### src/rtl/smsr_pkg.sv
// Shared constants, states and carriers of the supply monitor status register bank
package smsr_pkg;

  // Command codes of the register bank
  localparam logic [7:0] CMD_VIN_OV_WARN   = 8'h57;
  localparam logic [7:0] CMD_VIN_UV_WARN   = 8'h58;
  localparam logic [7:0] CMD_VIN_UV_FAULT  = 8'h59;
  localparam logic [7:0] CMD_VIN_UV_ACTION = 8'h5A;
  localparam logic [7:0] CMD_OUT_GOOD      = 8'h5E;
  localparam logic [7:0] CMD_ON_DELAY      = 8'h60;
  localparam logic [7:0] CMD_ON_RAMP       = 8'h61;
  localparam logic [7:0] CMD_OFF_DELAY     = 8'h64;
  localparam logic [7:0] CMD_OFF_RAMP      = 8'h65;
  localparam logic [7:0] CMD_SUM_BYTE      = 8'h78;
  localparam logic [7:0] CMD_SUM_WORD      = 8'h79;

  // Reset values
  localparam logic [15:0] RST_VIN_OV_WARN   = 16'hD34D;
  localparam logic [7:0]  RST_VIN_UV_ACTION = 8'h80;
  localparam logic [15:0] RST_SEQ_TIME      = 16'hCA80;
  localparam logic [15:0] RST_SUMMARY       = 16'h0000;

  // Undervoltage fault action fields
  localparam int          RETRY_MODE_HI = 5;
  localparam int          RETRY_MODE_LO = 3;
  localparam int          RETRY_DLY_HI  = 2;
  localparam int          RETRY_DLY_LO  = 0;
  localparam logic [2:0]  RETRY_CONT    = 3'b111;

  // Summary word bit positions
  localparam int SB_BUSY = 7;
  localparam int SB_OFF  = 6;
  localparam int SB_VOOV = 5;
  localparam int SB_IOOC = 4;
  localparam int SB_VIUV = 3;
  localparam int SB_TEMP = 2;
  localparam int SB_CML  = 1;
  localparam int SB_NOTA = 0;
  localparam int SW_VOUT = 15;
  localparam int SW_IOUT = 14;
  localparam int SW_INP  = 13;
  localparam int SW_MFR  = 12;
  localparam int SW_PGN  = 11;
  localparam int SW_FANS = 10;
  localparam int SW_OTH  = 9;
  localparam int SW_UNK  = 8;

  // Timing
  localparam int CLK_PERIOD_NS = 8;
  localparam int NS_PER_MS     = 1000000;
  localparam int CYC_PER_MS    = NS_PER_MS / CLK_PERIOD_NS;
  localparam int RETRY_STEP_MS = 35;
  localparam logic [1:0] STRAP_LOAD_CYC = 2'h3;

  // Linear-11 layout and scaling of strap defaults
  localparam int          L11_EXP_HI   = 15;
  localparam int          L11_EXP_LO   = 11;
  localparam int          L11_MAN_HI   = 10;
  localparam int          L11_FRAC     = 16;
  localparam logic [14:0] L11_MAN_MAX  = 15'h03FF;
  localparam logic [14:0] UV_WARN_NUM  = 15'h000B;
  localparam logic [19:0] PG_NUM       = 20'h0_0009;
  localparam logic [19:0] SCALE_DEN    = 20'h0_000A;

  // Output sequencer states
  typedef enum logic [2:0] {
    SMSR_OFF       = 3'b000,
    SMSR_ON_DELAY  = 3'b001,
    SMSR_RISE      = 3'b010,
    SMSR_ON        = 3'b011,
    SMSR_OFF_DELAY = 3'b100,
    SMSR_FALL      = 3'b101,
    SMSR_RETRY     = 3'b110
  } smsr_state_t;

  // Detector flags from the rest of the module
  typedef struct packed {
    logic out_ov_fault;
    logic out_oc_fault;
    logic vout_warn;
    logic iout_warn;
    logic temp_alert;
    logic temp_fault;
    logic comm_fault;
    logic busy_fault;
    logic mfr_alert;
    logic fan_alert;
    logic other_alert;
    logic unknown_alert;
  } smsr_faults_t;

endpackage

### src/rtl/smsr_regs.sv
// Supply monitor command registers, output sequencer and fault summary
// Operation
// - VIN above OV warn sets input flags, alert
// - VIN below UV warn sets input flags, alert
// - UV fault holds until VIN exceeds warn
// - Retry code 000 keeps output off
// - Continuous retry restarts until off or fault
// - Retry spacing is (delay+1) times 35ms
// - Power good on above threshold, off below UV
// - Wait turn-on delay before ramp up
// - Ramp up over programmed rise time
// - Wait turn-off delay before ramp down
// - Ramp down over programmed fall time
// - Sequencing times reset to 5ms code
// - Bit 7 flags busy fault
// - Bit 6 set while output unpowered
// - Bits 5 to 1 map listed faults
// - Bit 0 flags unlisted fault or warning
// - Word low byte is the byte register
// - Word high bits map fault classes
// - Bit 11 set while power good negated
// - Bit 8 flags unknown fault type
// - Summaries read-only, zero after reset
// - UV warn and good threshold from straps
`timescale 1ns/1ps
`default_nettype none
module smsr_regs
  import smsr_pkg::*;
#(
  parameter int CYC_MS = CYC_PER_MS
) (
  // Clock and reset
  input  wire logic                CLK,
  input  wire logic                RESET,
  // Command port from the serial protocol engine
  input  wire logic [7:0]          CMD_CODE,
  input  wire logic                CMD_WR,
  input  wire logic [15:0]         CMD_WDATA,
  input  wire logic                CMD_RD,
  output logic      [15:0]         RD_DATA,
  output logic                     RD_VALID,
  output logic                     CMD_ERR,
  input  wire logic                CLEAR_FAULTS,
  // Measurements and limits
  input  wire logic [15:0]         VIN_MEAS,
  input  wire logic [15:0]         VOUT_MEAS,
  input  wire logic [15:0]         VOUT_UV_LIMIT,
  input  wire smsr_pkg::smsr_faults_t FAULTS,
  // Pins
  input  wire logic                ENABLE_PIN,
  input  wire logic [15:0]         STRAP_UV_FAULT,
  input  wire logic [15:0]         STRAP_VOUT,
  // Output stage control and indications
  output logic                     OUTPUT_ON,
  output logic                     RAMP_UP,
  output logic                     RAMP_DOWN,
  output logic                     POWER_GOOD,
  output logic                     ALERT_O,
  output logic                     ALERT_OE
);
  import smsr_pkg::*;

  // Linear-11 to fixed point with 16 fraction bits; negative mantissa clamps to zero
  function automatic logic [47:0] l11_fix(input logic [15:0] v);
    logic [5:0]  sh;
    logic [47:0] m;
    sh = 6'(signed'(v[L11_EXP_HI:L11_EXP_LO])) + 6'(L11_FRAC);
    m  = v[L11_MAN_HI] ? 48'h0000_0000_0000 : {37'h0, v[L11_MAN_HI:0]};
    return m << sh;
  endfunction

  // Whole milliseconds of a Linear-11 time, saturated
  function automatic logic [15:0] l11_ms(input logic [15:0] v);
    logic [47:0] f;
    f = l11_fix(v);
    return (|f[47:32]) ? 16'hFFFF : f[31:16];
  endfunction

  // Registers written by software
  logic [15:0] vin_ov_warn_reg;      // Input overvoltage warning threshold
  logic [15:0] vin_uv_warn_reg;      // Input undervoltage warning threshold
  logic [15:0] vin_uv_fault_reg;     // Input undervoltage fault threshold
  logic [7:0]  vin_uv_action_reg;    // Undervoltage fault action
  logic [15:0] out_good_reg;         // Power good threshold
  logic [15:0] on_delay_reg;         // Turn-on delay time
  logic [15:0] on_ramp_reg;          // Turn-on ramp time
  logic [15:0] off_delay_reg;        // Turn-off delay time
  logic [15:0] off_ramp_reg;         // Turn-off ramp time
  logic [15:0] summary_reg;          // Summary word; low byte is the byte view

  // Pin synchronisers
  logic        en_meta_reg;          // First stage of enable pin
  logic        en_sync_reg;          // Usable enable level
  logic [31:0] strap_meta_reg;       // First stage of strap pins
  logic [31:0] strap_sync_reg;       // Usable strap levels
  logic [1:0]  strap_cnt_reg;        // Cycles since reset release
  logic        strap_done_reg;       // Strap defaults loaded

  // Monitors and sequencer
  logic        uv_fault_reg;         // Latched input undervoltage fault
  logic        pgood_reg;            // Power good level
  logic        cml_reg;              // Sticky bad-command flag
  logic        shut_reg;             // Latched shutdown from other faults
  smsr_state_t state_reg;            // Sequencer state
  smsr_state_t state_next;           // Next sequencer state
  logic [31:0] div_reg;              // Millisecond divider
  logic [15:0] ms_reg;               // Milliseconds in current state
  logic        ms_tick;              // One-cycle millisecond enable
  logic [15:0] wait_ms;              // Time due in current state
  logic        elapsed;              // Current state time is up

  // Comparisons
  logic vin_ov_warn;                 // Input above overvoltage warning
  logic vin_uv_warn;                 // Input below undervoltage warning
  logic vin_below_fault;             // Input below undervoltage fault
  logic vin_above_warn;              // Input back above warning level
  logic vout_uv;                     // Output below undervoltage limit
  logic powered;                     // Output stage delivering power
  logic hard_fault;                  // Fault that shuts the unit down
  logic cmd_bad;                     // Write to read-only or unknown code
  logic [2:0]  retry_mode;           // Retry setting field
  logic [15:0] retry_ms;             // Retry spacing in milliseconds
  logic [15:0] summary_next;         // Live summary value
  logic [15:0] l11_uv_warn_def;      // Strap-derived warning default
  logic [19:0] pg_prod;              // Strap output setting times nine tenths

  // Threshold comparisons
  assign vin_ov_warn     = l11_fix(VIN_MEAS) > l11_fix(vin_ov_warn_reg);
  assign vin_uv_warn     = l11_fix(VIN_MEAS) < l11_fix(vin_uv_warn_reg);
  assign vin_below_fault = l11_fix(VIN_MEAS) < l11_fix(vin_uv_fault_reg);
  assign vin_above_warn  = l11_fix(VIN_MEAS) > l11_fix(vin_uv_warn_reg);
  assign vout_uv         = VOUT_MEAS < VOUT_UV_LIMIT;
  assign hard_fault      = FAULTS.out_ov_fault | FAULTS.out_oc_fault | FAULTS.temp_fault;
  assign retry_mode      = vin_uv_action_reg[RETRY_MODE_HI:RETRY_MODE_LO];
  // Spacing in whole milliseconds
  assign retry_ms = 16'(({13'h0, vin_uv_action_reg[RETRY_DLY_HI:RETRY_DLY_LO]} + 16'h0001)
                        * 16'(RETRY_STEP_MS));
  assign powered  = (state_reg == SMSR_RISE) || (state_reg == SMSR_ON) ||
                    (state_reg == SMSR_OFF_DELAY) || (state_reg == SMSR_FALL);

  // Strap scaling: warning = 1.1 x fault, good = 0.9 x output setting
  always_comb begin
    logic [14:0] man;
    logic [4:0]  ex;
    ex  = strap_sync_reg[L11_EXP_HI:L11_EXP_LO];
    man = 15'(({4'h0, strap_sync_reg[L11_MAN_HI:0]} * UV_WARN_NUM) / 15'(SCALE_DEN));
    if (man > L11_MAN_MAX) begin
      man = man >> 1;
      ex  = ex + 5'h01;
    end
    l11_uv_warn_def = {ex, man[10:0]};
    pg_prod         = 20'(({4'h0, strap_sync_reg[31:16]} * PG_NUM) / SCALE_DEN);
  end

  // Pin synchronisers for enable and straps
  always_ff @(posedge CLK) begin
    en_meta_reg    <= ENABLE_PIN;
    en_sync_reg    <= en_meta_reg;
    strap_meta_reg <= {STRAP_VOUT, STRAP_UV_FAULT};
    strap_sync_reg <= strap_meta_reg;
  end

  // Strap capture a few cycles after reset release
  always_ff @(posedge CLK) begin
    if (RESET) begin
      strap_cnt_reg  <= 2'h0;
      strap_done_reg <= 1'b0;
    end else if (!strap_done_reg) begin
      strap_cnt_reg  <= strap_cnt_reg + 2'h1;
      strap_done_reg <= (strap_cnt_reg == STRAP_LOAD_CYC);
    end
  end

  // Writes reach only read-write codes
  always_comb begin
    unique case (CMD_CODE)
      CMD_VIN_OV_WARN, CMD_VIN_UV_WARN, CMD_VIN_UV_FAULT, CMD_VIN_UV_ACTION,
      CMD_OUT_GOOD, CMD_ON_DELAY, CMD_ON_RAMP, CMD_OFF_DELAY, CMD_OFF_RAMP: cmd_bad = 1'b0;
      default: cmd_bad = 1'b1; // Summaries are read-only
    endcase
  end

  // Register writes and strap defaults
  always_ff @(posedge CLK) begin
    if (RESET) begin
      vin_ov_warn_reg   <= RST_VIN_OV_WARN;
      vin_uv_warn_reg   <= 16'h0000;
      vin_uv_fault_reg  <= 16'h0000;
      vin_uv_action_reg <= RST_VIN_UV_ACTION;
      out_good_reg      <= 16'h0000;
      on_delay_reg      <= RST_SEQ_TIME;
      on_ramp_reg       <= RST_SEQ_TIME;
      off_delay_reg     <= RST_SEQ_TIME;
      off_ramp_reg      <= RST_SEQ_TIME;
    end else if (!strap_done_reg && strap_cnt_reg == STRAP_LOAD_CYC) begin
      vin_uv_fault_reg  <= strap_sync_reg[15:0];
      vin_uv_warn_reg   <= l11_uv_warn_def;
      out_good_reg      <= pg_prod[15:0];
    end else if (CMD_WR) begin
      unique case (CMD_CODE)
        CMD_VIN_OV_WARN:   vin_ov_warn_reg   <= CMD_WDATA;
        CMD_VIN_UV_WARN:   vin_uv_warn_reg   <= CMD_WDATA;
        CMD_VIN_UV_FAULT:  vin_uv_fault_reg  <= CMD_WDATA;
        CMD_VIN_UV_ACTION: vin_uv_action_reg <= CMD_WDATA[7:0];
        CMD_OUT_GOOD:      out_good_reg      <= CMD_WDATA;
        CMD_ON_DELAY:      on_delay_reg      <= CMD_WDATA;
        CMD_ON_RAMP:       on_ramp_reg       <= CMD_WDATA;
        CMD_OFF_DELAY:     off_delay_reg     <= CMD_WDATA;
        CMD_OFF_RAMP:      off_ramp_reg      <= CMD_WDATA;
        default: ;
      endcase
    end
  end

  // Read answers, one cycle after the strobe
  always_ff @(posedge CLK) begin
    if (RESET) begin
      RD_DATA  <= 16'h0000;
      RD_VALID <= 1'b0;
      CMD_ERR  <= 1'b0;
    end else begin
      RD_VALID <= CMD_RD;
      CMD_ERR  <= CMD_WR & cmd_bad;
      if (CMD_RD) begin
        unique case (CMD_CODE)
          CMD_VIN_OV_WARN:   RD_DATA <= vin_ov_warn_reg;
          CMD_VIN_UV_WARN:   RD_DATA <= vin_uv_warn_reg;
          CMD_VIN_UV_FAULT:  RD_DATA <= vin_uv_fault_reg;
          CMD_VIN_UV_ACTION: RD_DATA <= {8'h00, vin_uv_action_reg};
          CMD_OUT_GOOD:      RD_DATA <= out_good_reg;
          CMD_ON_DELAY:      RD_DATA <= on_delay_reg;
          CMD_ON_RAMP:       RD_DATA <= on_ramp_reg;
          CMD_OFF_DELAY:     RD_DATA <= off_delay_reg;
          CMD_OFF_RAMP:      RD_DATA <= off_ramp_reg;
          CMD_SUM_BYTE:      RD_DATA <= {8'h00, summary_reg[7:0]};
          CMD_SUM_WORD:      RD_DATA <= summary_reg;
          default:           RD_DATA <= 16'h0000;
        endcase
      end
    end
  end

  // Undervoltage fault with hysteresis and sticky bad-command flag
  always_ff @(posedge CLK) begin
    if (RESET) begin
      uv_fault_reg <= 1'b0;
      cml_reg      <= 1'b0;
    end else begin
      if (vin_below_fault) begin
        uv_fault_reg <= 1'b1;
      end else if (vin_above_warn) begin
        uv_fault_reg <= 1'b0;
      end
      // Set wins over clear
      cml_reg <= (CMD_WR & cmd_bad) | (cml_reg & ~CLEAR_FAULTS);
    end
  end

  // Power good hysteresis
  always_ff @(posedge CLK) begin
    if (RESET) begin
      pgood_reg <= 1'b0;
    end else if (vout_uv) begin
      // Negation wins, so good never stands below the fault limit
      pgood_reg <= 1'b0;
    end else if (VOUT_MEAS > out_good_reg) begin
      pgood_reg <= 1'b1;
    end
  end

  // Shutdown latch from other faults, released by disable
  always_ff @(posedge CLK) begin
    if (RESET) begin
      shut_reg <= 1'b0;
    end else if (hard_fault) begin
      shut_reg <= 1'b1;
    end else if (!en_sync_reg) begin
      shut_reg <= 1'b0;
    end
  end

  // Time due in the current state
  always_comb begin
    unique case (state_reg)
      SMSR_ON_DELAY:  wait_ms = l11_ms(on_delay_reg);
      SMSR_RISE:      wait_ms = l11_ms(on_ramp_reg);
      SMSR_OFF_DELAY: wait_ms = l11_ms(off_delay_reg);
      SMSR_FALL:      wait_ms = l11_ms(off_ramp_reg);
      SMSR_RETRY:     wait_ms = retry_ms;
      default:        wait_ms = 16'h0000;
    endcase
  end
  assign elapsed = ms_reg >= wait_ms;
  assign ms_tick = div_reg == 32'(CYC_MS - 1);

  // Millisecond divider and state timer, restarted on every state change
  always_ff @(posedge CLK) begin
    if (RESET || state_next != state_reg) begin
      div_reg <= 32'h0000_0000;
      ms_reg  <= 16'h0000;
    end else if (ms_tick) begin
      div_reg <= 32'h0000_0000;
      ms_reg  <= (ms_reg == 16'hFFFF) ? ms_reg : ms_reg + 16'h0001;
    end else begin
      div_reg <= div_reg + 32'h0000_0001;
    end
  end

  // Sequencer next state
  always_comb begin
    state_next = state_reg;
    unique case (state_reg)
      SMSR_OFF: begin
        if (en_sync_reg && !uv_fault_reg && !shut_reg) begin
          state_next = SMSR_ON_DELAY;
        end
      end
      SMSR_ON_DELAY, SMSR_RISE, SMSR_ON: begin
        if (shut_reg || hard_fault) begin
          state_next = SMSR_OFF;
        end else if (uv_fault_reg && state_reg != SMSR_ON_DELAY) begin
          // Delay passes without an undervoltage fault check, so a retry really restarts
          // Retry only in continuous mode; other codes stay off
          state_next = (retry_mode == RETRY_CONT) ? SMSR_RETRY : SMSR_OFF;
        end else if (!en_sync_reg) begin
          state_next = (state_reg == SMSR_ON_DELAY) ? SMSR_OFF : SMSR_OFF_DELAY;
        end else if (state_reg != SMSR_ON && elapsed) begin
          state_next = (state_reg == SMSR_ON_DELAY) ? SMSR_RISE : SMSR_ON;
        end
      end
      SMSR_OFF_DELAY: begin
        if (hard_fault) begin
          state_next = SMSR_OFF;
        end else if (elapsed) begin
          state_next = SMSR_FALL;
        end
      end
      SMSR_FALL: begin
        if (hard_fault || elapsed) begin
          state_next = SMSR_OFF;
        end
      end
      SMSR_RETRY: begin
        if (!en_sync_reg || shut_reg || hard_fault) begin
          state_next = SMSR_OFF;
        end else if (elapsed) begin
          state_next = SMSR_ON_DELAY;
        end
      end
      default: state_next = SMSR_OFF;
    endcase
  end

  // Sequencer state register
  always_ff @(posedge CLK) begin
    if (RESET) begin
      state_reg <= SMSR_OFF;
    end else begin
      state_reg <= state_next;
    end
  end

  // Live summary from detector flags
  always_comb begin
    summary_next          = 16'h0000;
    summary_next[SB_BUSY] = FAULTS.busy_fault;
    summary_next[SB_OFF]  = ~powered;
    summary_next[SB_VOOV] = FAULTS.out_ov_fault;
    summary_next[SB_IOOC] = FAULTS.out_oc_fault;
    summary_next[SB_VIUV] = uv_fault_reg;
    summary_next[SB_TEMP] = FAULTS.temp_alert | FAULTS.temp_fault;
    summary_next[SB_CML]  = FAULTS.comm_fault | cml_reg;
    summary_next[SB_NOTA] = vin_ov_warn | vin_uv_warn | FAULTS.vout_warn |
                            FAULTS.iout_warn | FAULTS.mfr_alert |
                            FAULTS.fan_alert | FAULTS.other_alert |
                            FAULTS.unknown_alert;
    summary_next[SW_VOUT] = FAULTS.out_ov_fault | FAULTS.vout_warn | vout_uv;
    summary_next[SW_IOUT] = FAULTS.out_oc_fault | FAULTS.iout_warn;
    summary_next[SW_INP]  = vin_ov_warn | vin_uv_warn | uv_fault_reg;
    summary_next[SW_MFR]  = FAULTS.mfr_alert;
    summary_next[SW_PGN]  = ~pgood_reg;
    summary_next[SW_FANS] = FAULTS.fan_alert;
    summary_next[SW_OTH]  = FAULTS.other_alert;
    summary_next[SW_UNK]  = FAULTS.unknown_alert;
  end

  // Summary register, refreshed every clock
  always_ff @(posedge CLK) begin
    if (RESET) begin
      summary_reg <= RST_SUMMARY;
    end else begin
      summary_reg <= summary_next;
    end
  end

  // Outputs to output stage and alert pin
  always_ff @(posedge CLK) begin
    if (RESET) begin
      OUTPUT_ON  <= 1'b0;
      RAMP_UP    <= 1'b0;
      RAMP_DOWN  <= 1'b0;
      POWER_GOOD <= 1'b0;
      ALERT_OE   <= 1'b0;
    end else begin
      OUTPUT_ON  <= (state_next == SMSR_RISE) || (state_next == SMSR_ON) ||
                    (state_next == SMSR_OFF_DELAY) || (state_next == SMSR_FALL);
      RAMP_UP    <= state_next == SMSR_RISE;
      RAMP_DOWN  <= state_next == SMSR_FALL;
      POWER_GOOD <= pgood_reg;
      // Pull alert low on any event other than plain off or not-good
      ALERT_OE   <= |(summary_next & ~(16'h0001 << SW_PGN) & ~(16'h0001 << SB_OFF));
    end
  end
  assign ALERT_O = 1'b0;

endmodule
`default_nettype wire

### config.mk
export PLATFORM = sky130hd
export DESIGN_NAME = smsr_regs
export DESIGN_NICKNAME = d
export VERILOG_FILES = /design/src/rtl/smsr_pkg.sv /design/src/rtl/smsr_regs.sv
export SDC_FILE = /design/constraint.sdc
export NUM_CORES = 2
export LEC_CHECK = 0
export ABC_AREA = 1
export CORE_ASPECT_RATIO = 0.5
export CORE_MARGIN = 2
export CORE_UTILIZATION = 55
export DETAILED_ROUTE_END_ITERATION = 16
export DONT_BUFFER_PORTS = 1
export PLACE_DENSITY = 0.7
export RECOVER_POWER = 100
export SYNTH_ARGS = -nofsm -noshare
export SYNTH_HDL_FRONTEND = slang
export SYNTH_SLANG_ARGS = --single-unit
### constraint.sdc
create_clock -name CLK -period 10.1 [get_ports CLK]
set_input_delay 2.02 -clock CLK [delete_from_list [all_inputs] [get_ports CLK]]
set_output_delay 2.02 -clock CLK [all_outputs]
set_load 0.05 [all_outputs]
**Word level (Yosys, flattened, before mapping)**

Index checks and enable logic that the tools add are counted.

- Equality and inequality tests: 29
- Reduce and logical (&&, ||, !) cells: 45
- $add $sub $neg: 13
- Divide/modulo/power cells: 2
- Multiplexer cells: 45
- $lt $le $gt $ge: 8
- Shifts and indexed selects: 8
- Multipliers: 3
- Bitwise operators: 23

Operator list:

| operator | count |
|---|---|
| left shift 10 x 6 -> 48 bit | 8 |
| two-way mux 16 bit | 13 |
| case mux 16 bit (11 select lines) | 1 |
| > comparator 48 bit | 2 |
| less-than comparator 48 bit | 2 |
| == test 8 x 7 -> 1 bit, second input constant | 11 |
| two-way mux 10 bit | 8 |
| case mux 16 bit (5 select lines) | 1 |
| OR reduction 16 bit | 4 |
| adder 5 x 6 -> 6 bit, second input constant | 8 |
| two-way mux 3 bit | 12 |
| adder 32 x 1 -> 32 bit, second input constant | 1 |
| == test 32 x 17 -> 1 bit, second input constant | 1 |
| divider 20 x 4 -> 20 bit, second input constant | 1 |
| multiplier 16 x 4 -> 20 bit, second input constant | 1 |
| == test 3 bit, second input constant | 6 |
| AND reduction 3 bit | 6 |
| adder 16 x 1 -> 16 bit, second input constant | 1 |
| == test 16 bit, second input constant | 1 |
| greater-or-equal comparator 16 bit | 1 |
| > comparator 16 bit | 1 |
| less-than comparator 16 bit | 1 |
| bitwise OR 1 bit | 16 |
| divider 15 x 4 -> 15 bit, second input constant | 1 |
| 29 further kinds | 68 |

- Bits in registers: 299
- Word-level logic and storage cells: 207
- Input bits: 122
- Output and inout port bits: 24

**Depth between registers and ports, before layout**

- Depth in word-level cells: 16
- Depth in mapped cells: 88
- Depth with buffers taken out: 88

**Worst setup path before layout**

No wires, ideal clock.

- Path kind: register to register
- From: register strap_sync_reg[1]
- To: register vin_uv_warn_reg[0]
- Setup time: 119 ps
- Slack: 2993 ps
- Cell stages (with the launch flop): 63
- Buffers on the path: 0
- Period minus slack after synthesis: 7107 ps
- Data required time: 9981 ps
- Data arrival time: 6988 ps
- Cells stage by stage: dfxtp_1 ha_1 inv_1 fa_1 inv_1 ha_1 a21oi_1 nand2_1 nand2_1 nand2_2 a21oi_1 o21bai_2 a21oi_2 o21ai_2 xnor2_1 a21oi_4 a21oi_1 nand2_1 (+27 left out) o21ai_1 nand2_1 inv_2 nand2_2 nand2_2 nand2_1 nand2_1 inv_2 nand2_2 nand2_2 nand2_1 nand3_1 nand2_1 nand2_2 a21oi_1 nand3_1 nand2_1 a21oi_1

- Word-level cells in the longest chain between the ends: 5

Ends and longest elaborated chain:

| what | line | text |
|---|---|---|
| start, declared | smsr_regs.sv:95 | `logic [31:0] strap_sync_reg;` |
| start signal, assigned | smsr_regs.sv:160 | `strap_sync_reg <= strap_meta_reg;` |
| multiplier 11 x 4 -> 15 bit (*) | smsr_regs.sv:146 | `man = 15'(({4'h0, strap_sync_reg[L11_MAN_HI:0]} * UV_WARN_NUM) / 15'(SCALE_DEN));` |
| divider 15 x 4 -> 15 bit (*) | smsr_regs.sv:146 |  |
| > comparator 15 x 10 -> 1 bit | smsr_regs.sv:147 | `if (man > L11_MAN_MAX) begin` |
| two-way mux 11 bit (*) | smsr_regs.sv:147 |  |
| two-way mux 16 bit (*) | smsr_regs.sv:195 | `end else if (!strap_done_reg && strap_cnt_reg == STRAP_LOAD_CYC) begin` |
| end signal, assigned | smsr_regs.sv:197 | `vin_uv_warn_reg <= l11_uv_warn_def;` |
| end, declared | smsr_regs.sv:81 | `logic [15:0] vin_uv_warn_reg;` |

Every way passes the cells marked *; elsewhere a longest branch is shown, timed or not.
A chain may end at the register's enable or synchronous reset.

**Final worst setup path**

- From: register strap_sync_reg[17]
- To: register out_good_reg[0]

- Word-level cells in the longest chain between the ends: 3

Ends and longest elaborated chain:

| what | line | text |
|---|---|---|
| multiplier 16 x 4 -> 20 bit | smsr_regs.sv:152 | `pg_prod = 20'(({4'h0, strap_sync_reg[31:16]} * PG_NUM) / SCALE_DEN);` |
| divider 20 x 4 -> 20 bit | smsr_regs.sv:152 |  |
| two-way mux 16 bit | smsr_regs.sv:195 |  |
| end signal, assigned | smsr_regs.sv:198 | `out_good_reg <= pg_prod[15:0];` |
| end, declared | smsr_regs.sv:84 | `logic [15:0] out_good_reg;` |

No other way between the ends.

==> summary.txt <==
Global routing
  – Congestion Overflow GR: 0
  – GRT Overall Usage: 0.3308
  – Met1 GRT Util: 0.4624
  – Largest net degree at the start of global routing: 105
  – Vias in the first global route: 23800
  – First-pass GRT wire length: 130200 microns
  – Busiest layer in global routing: met2
  – Grt met2 use: 0.5229
  – GRT met3 Usage: 0.04690
  – Antenna violations before repair: 0

Place
  – Port buffer count: 0
  – DP HPWL: 67020 microns
  – GPL Wtd Cong: 1.034
  – Placed standard-cell area: 26300 sq um
  – Post-Place Setup Slack: 2.036 ns

Critical path
  – Worst setup SP type: register
  – Type of element capturing the critical path: register
  – Critical-path maximum fanout: 6
  – Worst path most repeated cell: nand2_2
  – Crit-path max cell delay: 0.43 ns
  – Critical-path top delay cell: fa_1
  – Critical path class: reg -> reg
  – Worst endpoint required time: 10.62 ns
  – Crit path DAT: 9.17 ns

Timing
  – Max Fclk: 0.1156 GHz
  – Worst slew pin tran: 3.798 ns
  – Period utilization: 0.8566
  – Clk_skew: 0.01911 ns
  – RSZ-0062 raised after global routing: no
  – TNS Setup: 0 ns
  – Post-layout min period: 8.652 ns
  – Final Max Tran Viols: 150
  – Rel. slew slack: -1.532
  – Final hold vios: 0
  – Final worst slack: 1.448 ns
  – Final setup viols: 0
  – Hold Slack: 0.3195 ns

Clocking
  – Setup bufs post-CTS: 0
  – CTS tree: done
  – Cts repair resizes: 0
  – Total CTS buffers: 28
  – Clock latency at the later pin of the worst-skew pair: 0.58 ns
  – CTS max path bufs: 3
  – CTS root buffer: clkbuf_16
  – Worst-path clk slew: 0.07 ns
  – H-tree Lvls: 1
  – Clock Sinks: 299
  – CTS Hold Bufs: 0

Synthesis
  – Main flop type after synthesis: dfxtp_1
  – Netlist cell types: 78
  – Sequential area share after synthesis: 0.2302
  – Ys Warns: 0
  – FF+latch count, synth: 299
  – Post-synth EDFFs: 0
  – Syn Inst Count: 4074
  – Syn avg cell area: 6.383 sq um
  – Syn Nets: 4443
  – Post-synth ARST share: 0
  – Mapped cell area: 26000 sq um

Power and ir drop
  – P per Cell Area: 384.6 nW/um^2
  – Leak Pwr: 11.88 nW
  – Max VDD drop: 897.2 uV

Route
  – Total number of vias: 27070
  – Vias/cell: 5.864
  – Post-route DRC: 0
  – Post-route ant nets: 0
  – 1st-iter DRT viols: 3047
  – Final WL: 84380 microns
  – Pre-antenna DRT Iters: 8
  – Drt wl/cell: 18.28 microns

Final layout
  – Fill count: 4711
  – Area Growth Syn to Fin: 4.311%
  – Layout cells sized above 1: 0.05480
  – Final net count: 4326
  – Fin area: 27120 sq um
  – Antenna diodes: 0

Die
  – IO Count: 146
  – Die height: 157.8 microns
  – Initial core utilization: 0.5564
  – Total die area: 49140 sq um
  – Die width: 311.5 microns
  – Core region area: 46730 sq um
  – Site Rows: 56

Flow run
  – MaxCap Viol Count: 3

Outcome
  – Failing checks: capacitance limit, slew limit
  – Outcome: complete, but fails checks

Min path
  – Worst hold path class: reg -> reg
[area by class of cell]
cell class              instances  area, sq um  share of cell area
multi-input cells            3075        17300              0.6379
flip-flops and latches        299         5986              0.2207
inverters                     536         2027             0.07473
clock buffers                  40        817.0             0.03012
well taps                     638        798.3             0.02943
repair buffers                 17        101.3            0.003736
clock inverters                11        93.84            0.003460
[synth_stat cells (10+ instances only)]
master	number	area share
dfxtp_1	299	0.23
nand2_4	15	0.0065
nand2_1	818	0.12
o22ai_1	68	0.016
or2_2	25	0.0060
nand2_2	63	0.015
xor2_1	32	0.011
nand4_1	52	0.013
a21oi_1	294	0.057
nor2_1	370	0.053
o211ai_1	32	0.0092
o21ai_0	416	0.080
buf_1	15	0.0022
inv_2	28	0.0040
xnor2_1	10	0.0034
clkinv_1	28	0.0040
ha_1	238	0.11
nand3_2	18	0.0069
clkbuf_1	142	0.020
a221oi_1	24	0.0081
mux2i_1	25	0.0096
nor4_1	37	0.0089
nand3_1	244	0.047
inv_1	478	0.069
a31oi_1	36	0.0087
nor3b_1	17	0.0049
nor3_1	89	0.017
a211oi_1	26	0.0075
[where the power goes]
| part | switching [mW] | internal (mW) |
|---|---|---|
| logic | 5.41 | 2.64 |
| clock network | 0.488 | 0.591 |
| registers | 0.0687 | 1.24 |
| total | 5.97 | 4.47 |
[worst max-delay path: cells and delay by family, from the launching register on]
kind	cells	cell delay, ns
AND/OR/NAND/NOR	68	6.63
adder cells (fa/ha/maj)	3	0.93
buffers and inverters	8	0.47
flip-flops	1	0.42
AO/OA/AOI/OAI	1	0.13
[per-layer routing]
| layer | part of all wire | wire length [microns] |
|---|---|---|
| met1 | 0.46 | 38630 |
| met2 | 0.43 | 36030 |
| met3 | 0.079 | 6706 |
| met4 | 0.036 | 3019 |
| met5 | 0 | 0 |
[kinds of logic (layout without fill, tap and decap cells)]
kind of cell             after synthesis  in the layout  synth area share
AO/OA/AOI/OAI                        989            989            0.2170
XOR/XNOR                              43             43           0.01501
adder cells (fa/ha/maj)              247            247            0.1214
buffers and inverters                700            604            0.1029
flip-flops                           299            299            0.2302
multiplexers                          25             25          0.009623
other                                  1              1         0.0001442
AND/OR/NAND/NOR                     1770           1770            0.3037
[placed cells by master, fill, tap and decap left out, drive strengths merged, types with 4 or more instances in the layout]
cell type and instances:
a31oi 36, a22o 4, fa 9, mux2i 25, clkbuf 47, o211ai 32
nand4 52, o21bai 6, a221oi 24, o21a 7, o21ai 425, nor2 375
xnor2 10, xor2 32, and2 5, nor4 37, buf 10, o2111ai 8
inv 509, nand2 897, nor3b 17, nand3 264, or2 27, o31ai 6
dfxtp 299, a21o 9, a21oi 298, nor3 89, a41oi 5, o22ai 68
a22oi 7, o221ai 5, a211oi 26, ha 238, clkinv 35
[per-stage QoR]
step / power (mW) / std cells / utilization
after CTS: 10.40 / 4616 / 0.5823
final: 10.43 / 4616 / 0.5804
after detailed placement: 9.323 / 4565 / 0.5628
after global routing: 11.48 / 4616 / 0.5804
after global placement: 9.045 / 4565 / 0.5628
after floorplan: 8.054 / 4074 / -
[worst paths after layout]
kind                         startpoint                            to  slack, ns  cells past startpoint
min          strap_meta_reg[26]$_DFF_P_    strap_sync_reg[26]$_DFF_P_       0.32                      0
max          strap_sync_reg[17]$_DFF_P_  out_good_reg[0]$_SDFFE_PP0P_       1.45                     80
min reg2reg  strap_meta_reg[26]$_DFF_P_    strap_sync_reg[26]$_DFF_P_       0.32                      0
max reg2reg  strap_sync_reg[17]$_DFF_P_  out_good_reg[0]$_SDFFE_PP0P_       1.45                     80
Power figures use the tool's default switching activity.
